--- src/pkg/cpfs_defines.vh ---
// What this block does
// one read-only power bit per channel, channel one bit 7 to eight bit 0
// bits for channels one-six from analog, seven-eight from pulse-density mics
// mode field bits 7..5: 4 sleep, 6 active all off, 7 active some on
// after reset the mode field reads 100b, second register reads 0x80
// bit 4 of second register shows boost converter powered
// bit 3 of second register shows microphone bias supply powered
// bit 2 set while any analog channel is down from an input fault
// bit 1 set while all analog channels are down from a bias fault
// writing 1 to bit 0 rechecks faults and re-powers fault-free parts
// recovery bit clears itself once recovery has been taken
// host resets fault configuration register before recovery, restores after
// global converter power bit 0 powers all channels down, 1 powers enabled up
// paged register map, eight-bit page register, status in page zero
// writes to read-only bits ignored; status tracks live state, not latched
`ifndef CPFS_DEFINES_VH
`define CPFS_DEFINES_VH
`define CPFS_PAGE_ADDR      8'h00
`define CPFS_STATUS_PAGE    8'h00
`define CPFS_CHAN_STS_ADDR  8'h76
`define CPFS_DEVICE_MODE_CODE_ADDR  8'h77
`define CPFS_PAGE_RST       8'h00
`define CPFS_CHAN_STS_RST   8'h00
`define CPFS_DEVICE_MODE_CODE_RST   8'h80
`define CPFS_MODE_SLEEP     3'h4
`define CPFS_MODE_IDLE      3'h6
`define CPFS_MODE_ACTIVE    3'h7
`define CPFS_BOOST_BIT      4
`define CPFS_MIC_BIT        3
`define CPFS_INFLT_BIT      2
`define CPFS_BIASFLT_BIT    1
`define CPFS_RECOVER_BIT    0
`endif

--- src/core/cpfs_status_bank.v ---
`timescale 1ns/1ps
`default_nettype none
`include "cpfs_defines.vh"
module cpfs_status_bank (
  // clock and reset
  input  wire       clk,
  input  wire       resetn,
  // register access from the control interface decoder
  input  wire       regWrEn,
  input  wire       regRdEn,
  input  wire [7:0] regAddr,
  input  wire [7:0] regWrData,
  output reg  [7:0] regRdData,
  // live power state from the analog and pdm channels
  input  wire [5:0] adcChanOn,
  input  wire [1:0] pdmChanOn,
  input  wire       deviceActive,
  input  wire       boostOn,
  input  wire       micSupplyOn,
  // live fault shutdown state from the fault detectors
  input  wire [5:0] adcInputFault,
  input  wire       micSupplyFault,
  // converter power control input and control outputs
  input  wire       converterPowerOn,
  output reg  [7:0] chanPowerEnable,
  output reg        recoverPulse,
  output reg  [7:0] pageSel
);

  reg       rstMeta_r;
  reg       rstSync_r;
  reg       recover_r;
  reg       recover_nxt;
  reg [7:0] chanSts_r;
  reg [7:0] modeSts_r;
  reg [7:0] rdData_nxt;
  reg [7:0] chanSts_nxt;
  reg [7:0] modeSts_nxt;
  reg [2:0] modeCode;
  wire      statusPage;

  // reset release through two flops; assertion stays asynchronous
  always @(posedge clk or negedge resetn) begin
    if (!resetn) begin
      rstMeta_r <= 1'b0;
      rstSync_r <= 1'b0;
    end else begin
      rstMeta_r <= 1'b1;
      rstSync_r <= rstMeta_r;
    end
  end

  assign statusPage = (pageSel == `CPFS_STATUS_PAGE);

  // live status assembly, no latching of past events
  always @* begin
    chanSts_nxt = {adcChanOn, pdmChanOn} & {8{converterPowerOn}};
    if (!deviceActive)
      modeCode = `CPFS_MODE_SLEEP;
    else if (|chanSts_nxt)
      modeCode = `CPFS_MODE_ACTIVE;
    else
      modeCode = `CPFS_MODE_IDLE;
    modeSts_nxt = {modeCode, 5'h00};
    modeSts_nxt[`CPFS_BOOST_BIT] = boostOn;
    modeSts_nxt[`CPFS_MIC_BIT] = micSupplyOn;
    modeSts_nxt[`CPFS_INFLT_BIT] = |adcInputFault;
    modeSts_nxt[`CPFS_BIASFLT_BIT] = micSupplyFault;
    modeSts_nxt[`CPFS_RECOVER_BIT] = recover_r;
  end

  // recovery command: one-cycle request, then cleared by hardware
  always @* begin
    recover_nxt = 1'b0;
    if (regWrEn && statusPage && regAddr == `CPFS_DEVICE_MODE_CODE_ADDR &&
        regWrData[`CPFS_RECOVER_BIT])
      recover_nxt = 1'b1;
  end

  // read mux; unmapped addresses read zero
  always @* begin
    rdData_nxt = regRdData;
    if (regRdEn) begin
      if (regAddr == `CPFS_PAGE_ADDR)
        rdData_nxt = pageSel;
      else if (statusPage && regAddr == `CPFS_CHAN_STS_ADDR)
        rdData_nxt = chanSts_r;
      else if (statusPage && regAddr == `CPFS_DEVICE_MODE_CODE_ADDR)
        rdData_nxt = modeSts_r;
      else
        rdData_nxt = 8'h00;
    end
  end

  // status registers follow live inputs each cycle; ro writes dropped
  always @(posedge clk or negedge rstSync_r) begin
    if (!rstSync_r) begin
      chanSts_r       <= `CPFS_CHAN_STS_RST;
      modeSts_r       <= `CPFS_DEVICE_MODE_CODE_RST;
      recover_r       <= 1'b0;
      recoverPulse    <= 1'b0;
      pageSel         <= `CPFS_PAGE_RST;
      regRdData       <= 8'h00;
      chanPowerEnable <= 8'h00;
    end else begin
      chanSts_r       <= chanSts_nxt;
      modeSts_r       <= modeSts_nxt;
      recover_r       <= recover_nxt;
      recoverPulse    <= recover_nxt;
      regRdData       <= rdData_nxt;
      chanPowerEnable <= {8{converterPowerOn}};
      if (regWrEn && regAddr == `CPFS_PAGE_ADDR)
        pageSel <= regWrData;
    end
  end

endmodule // cpfs_status_bank
`default_nettype wire

--- config.mk ---
export PLATFORM = sky130hd
export DESIGN_NAME = cpfs_status_bank
export DESIGN_NICKNAME = d
export VERILOG_FILES = /design/src/core/cpfs_status_bank.v
export VERILOG_INCLUDE_DIRS = /design/src /design/src/pkg
export SDC_FILE = /design/constraint.sdc
export NUM_CORES = 1
export LEC_CHECK = 0
export BUFFER_PORTS_ARGS = -buffer_cell sky130_fd_sc_hd__buf_2
export CAP_MARGIN = 25
export CORE_MARGIN = 5
export CORE_UTILIZATION = 30
export DETAILED_ROUTE_END_ITERATION = 16
export HOLD_SLACK_MARGIN = 0.03
export PLACE_DENSITY_LB_ADDON = 0.08
export SYNTH_ARGS = -nofsm -noshare
export SYNTH_HDL_FRONTEND = slang
export SYNTH_SLANG_ARGS = --single-unit
--- constraint.sdc ---
create_clock -name clk -period 1.2 [get_ports clk]
set_clock_uncertainty 0.15 [all_clocks]
set_input_delay 0 -clock clk [delete_from_list [all_inputs] [get_ports clk]]
set_output_delay 0 -clock clk [all_outputs]
set_load 0.02 [all_outputs]
=== After elaboration in Yosys (flattened, before gate mapping) ===
Cells that the tools add are included.

* Equal/unequal tests: 2
* Mux-type cells: 6
* Bitwise gates (word level): 1
* Reduce and logical (&&, ||, !) cells: 10

{| class="wikitable"
|+ Operators with widths
! cell !! count
|-
| 8-bit 2-to-1 mux || 3
|-
| 8-bit by 7-bit equality test with 1-bit output, second input constant || 2
|-
| 8-bit zero test || 2
|-
| 8-bit bitwise AND || 1
|-
| 8-bit OR reduction || 1
|-
| 1-bit logical AND || 6
|-
| 6-bit OR reduction || 1
|-
| 3-bit 2-to-1 mux || 1
|-
| 1-bit 2-to-1 mux || 2
|}

* Register bits: 36
* Bits of input ports: 39
* Output and inout bits: 25
* Word-level logic and storage cells: 27

=== Longest topological paths before layout ===
* Depth after elaboration: 5
* Gate-level depth with buffers: 5
* Depth with buffers taken out: 3

=== Worst setup path after synthesis ===
Ideal clock, no wire load.

* Kind: flip-flop to flip-flop
* Start: register pageSel[3]
* End: register regRdData[0]
* Setup time: 96 ps
* Arrival: 1299 ps
* Required time: 954 ps
* Slack: -346 ps
* Cell stages (with the launch flop): 4
* Buffers on the path: 0
* Clock period less this slack: 1546 ps
* Cells stage by stage: dfrtp_1 nor4b_1 nand4_1 o31ai_1

* Longest elaborated chain between the ends: 5
* Elaborated cells on any way between the ends: 6
* Classes of those cells: 3 x mux; 3 x reduce/logical

{| class="wikitable"
|+ RTL lines
! item !! line !! source
|-
| start: declaration || cpfs_status_bank.v:27 || <nowiki>output reg [7:0] pageSel</nowiki>
|-
| start signal: assignment || cpfs_status_bank.v:102 || <nowiki>pageSel <= `CPFS_PAGE_RST;</nowiki>
|-
| start signal: assignment || cpfs_status_bank.v:113 || <nowiki>pageSel <= regWrData;</nowiki>
|-
| 8-bit zero test (no source line) (*) || n/a ||
|-
| 1-bit logical AND (no source line) || n/a ||
|-
| 8-bit 2-to-1 mux || cpfs_status_bank.v:88 || <nowiki>else if (statusPage && regAddr == `CPFS_DEVICE_MODE_CODE_ADDR)</nowiki>
|-
| 8-bit 2-to-1 mux (*) || cpfs_status_bank.v:86 || <nowiki>else if (statusPage && regAddr == `CPFS_CHAN_STS_ADDR)</nowiki>
|-
| 8-bit 2-to-1 mux (*) || cpfs_status_bank.v:84 || <nowiki>if (regAddr == `CPFS_PAGE_ADDR)</nowiki>
|-
| end signal: assignment || cpfs_status_bank.v:110 || <nowiki>regRdData <= rdData_nxt;</nowiki>
|-
| end: declaration || cpfs_status_bank.v:13 || <nowiki>output reg [7:0] regRdData,</nowiki>
|}

Every way passes the cells marked *; elsewhere a longest branch is shown, timed or not.
A chain may end at the register's enable or synchronous reset.

=== Worst setup path in the final report ===
* Start: register pageSel[2]
* End: register regRdData[4]

The elaborated chain is that of the path after synthesis.

==> metrics.txt <==
EDFF count, synth 0; cell area after layout 2470 um^2; Largest delay share family, worst path flip-flops; CTS H-Tree Depth 2; core footprint 5040 um^2; WL/cell 13.6 um; Layout area overhead 61.0%; ratio of cells with drive above 1 in the final layout 0.540; Synth Register Bits 35; DIE WIDTH 81.5 um; first-pass GRT wire length 6.54 mm; worst-skew pair later-pin latency 290 ps; CTS sink count 35; Logic pwr share 0.155; antenna-violating nets left 0; total wire length 4.01 mm; critical path capture point type flop; switch share 0.235; Initial Utilization 0.304; critical path required time 1240 ps; unrepaired setup endpoints after global routing yes; clock share of power 0.360; slowest stage cell, crit path dfrtp_2; Synth async-reset ratio 1.00; Synth Instances 119; Syn Area/Cell 12.9 um^2; initial drt markers 62; nets@finish 264; leakage power 0.00121 uW; P_int 1960 uW; Worst path depth 4; CTS root buffer clkbuf_8; Post-Syn Area 1540 um^2; Max Transition Viols Final 0; pin count of the biggest net entering global routing 25; post-CTS setup buffer count 0; final setup violation count 10; Distinct cells, synth 24; TritonCTS Buffers 5; Worst EP arrival 1440 ps; n_diodes 0; MaxCap Viol Count 0; Hold Startpoint pdmChanOn[1]; Final Instance Count excl. Fillers 296; Peak Freq 0.713 GHz; DP HPWL 2.92 mm; sw power 602 uW; Hold Path Cell Cnt 2; clock buffer depth 2; total power 2560 uW; Die Y 81.5 um; R2R Path End regRdData[4]; CP Max Fanout 9; dpl cell area 2010 um^2; Min Hold Slack -160 ps; Tightest Hold Check Type in -> reg; reg-to-reg critical path startpoint pageSel[2]; clk slew on worst S/H paths 60 ps; Via Count 1,309; failing checks hold timing, setup timing; placed cells 259; IO Count 64; final critical-path share of the clock period 1.17; worst reg2reg setup slack -200 ps; PD cells 1040 nW/um^2; initial antenna violation count 0; CTS tree built; crit path kind reg -> reg; cell row count 26; Hold Vio Cnt, Final 1; global-route usage over all layers 0.132; worst path bufs/invs 1; Vias/cell 4.42; syn_nets 158; I/O Buffers 63; crit path cell chain nor4b_4 -> nand4_1 -> buf_6 -> o31ai_1; gpl congestion 0.739; Remaining Overflow, GRT 0; Tmin final 1400 ps; status complete, but fails checks; final setup margin -202 ps; sequential area share after synthesis 0.570; critical path startpoint category flop; Syn. warnings 0; crit-path max cell delay 420 ps; DR pass1 iterations 4; DRC 0; end point of the critical path regRdData[4]; Reg2Reg Depth 4; Worst Setup SP pageSel[2]; vias in the first global route 1,425; Post-synth top flop dfrtp_1; part of the power in registers 0.485; Die ar. 6650 um^2; Peak VDD IR 0.758 mV
## flip-flops by register name, summed over array words and instances, names as in the netlist
| signal | count |
|---|---|
| rstSync_r | 1 |
| regRdData | 8 |
| chanPowerEnable | 1 |
| chanSts_r | 8 |
| rstMeta_r | 1 |
| recover_r | 1 |
| modeSts_r | 7 |
| pageSel | 8 |
## repair_timing
action,CTS,global route
hold endpoints to repair,33,9
pin swaps,2,3
setup endpoints to repair,9,10
resized for setup,6,9
cloned,0,0
hold buffers,28,2
## synthesized netlist by cell type (2+ instances only)
master / count / share of area
a41oi_1: 8 / 0.046
and2_1: 8 / 0.033
mux2_2: 15 / 0.11
o31ai_1: 8 / 0.039
nor2b_1: 8 / 0.033
nor4_4: 2 / 0.028
dfrtp_1: 35 / 0.57
buf_4: 7 / 0.034
nor4_1: 3 / 0.012
clkbuf_1: 2 / 0.0049
nor2_1: 2 / 0.0049
nand2_1: 8 / 0.020
nor4b_1: 2 / 0.011
## cells by family after synthesis
kind of cell | Yosys count | share of synthesized area
buffers and inverters | 11 | 0.0497
other | 1 | 0.00244
AOI/OAI and AO/OA | 18 | 0.0929
muxes | 15 | 0.110
and+or+nand+nor | 39 | 0.174
DFF | 35 | 0.570
## power by group through the flow
stage	clock network [uW]	logic [uW]	registers, uW
detailed placement	0	309	1260
global placement	0	303	1260
finish	923	398	1240
global route	1010	436	1250
floorplan	0	124	1300
CTS	958	384	1240
## worst min path at each step
| stage | end | slack, ps |
|---|---|---|
| 2_1_floorplan | rstMeta_r | -450 |
| 3_3_place_gp | rstMeta_r | -370 |
| 3_5_place_dp | rstMeta_r | -360 |
| 4_1_cts | chanSts_r[2] | -200 |
| 5_1_grt | chanSts_r[1] | -150 |
| 6_report | chanSts_r[1] | -160 |
## cell type report
| class | count | area (um^2) |
|---|---|---|
| Fill cell | 480 | 2570 |
| Sequential cell | 35 | 880 |
| Timing Repair Buffer | 110 | 744 |
| Multi-Input combinational cell | 73 | 661 |
| Clock buffer | 8 | 100 |
| Tap cell | 70 | 87.6 |
## placed cells by master (no fill, tap or decap)
cell / instances
a21boi_1: 1
nor4b_4: 1
o31ai_2: 5
and2_1: 6
buf_2: 63
and2_4: 2
nor4_1: 1
mux2_2: 15
nand3_1: 1
nor4_2: 1
nor4b_2: 1
dfrtp_2: 3
nor2b_1: 8
and4b_1: 1
o31ai_1: 3
nor3_2: 1
and2_2: 1
nor2_1: 2
dlygate4sd3_1: 29
dfrtp_1: 32
nand2_1: 8
nor4_4: 3
buf_6: 1
nand4_1: 1
clkbuf_1: 1
o21ai_0: 1
a41oi_1: 8
buf_4: 17
conb_1: 1
clkbuf_8: 7
nand3_4: 1
## stage by stage
step	utilization	TNS (ps)	setup slack (ps)
global placement	0.398	-3070	-238
global route	0.490	-2490	-288
detailed placement	0.398	-2820	-216
floorplan	-	-2810	-276
finish	0.490	-1740	-202
CTS	0.479	-1870	-208
## worst register-to-register path, cell delays in order, from the launching register on
cell     delay [ps]
dfrtp_2         420
nor4b_4         260
nand4_1         140
buf_6           170
o31ai_1         180
## routing by layer
| metal | vias to the layer above | GRT usage | routed length, um |
|---|---|---|---|
| met3 | 6 | 0.0395 | 241 |
| met4 | 0 | 0.0456 | 60 |
| met2 | 39 | 0.233 | 2060 |
| li1 | 641 | - | - |
| met5 | - | 0 | 0 |
| met1 | 623 | 0.150 | 1650 |
Power figures use the tool's default switching activity.
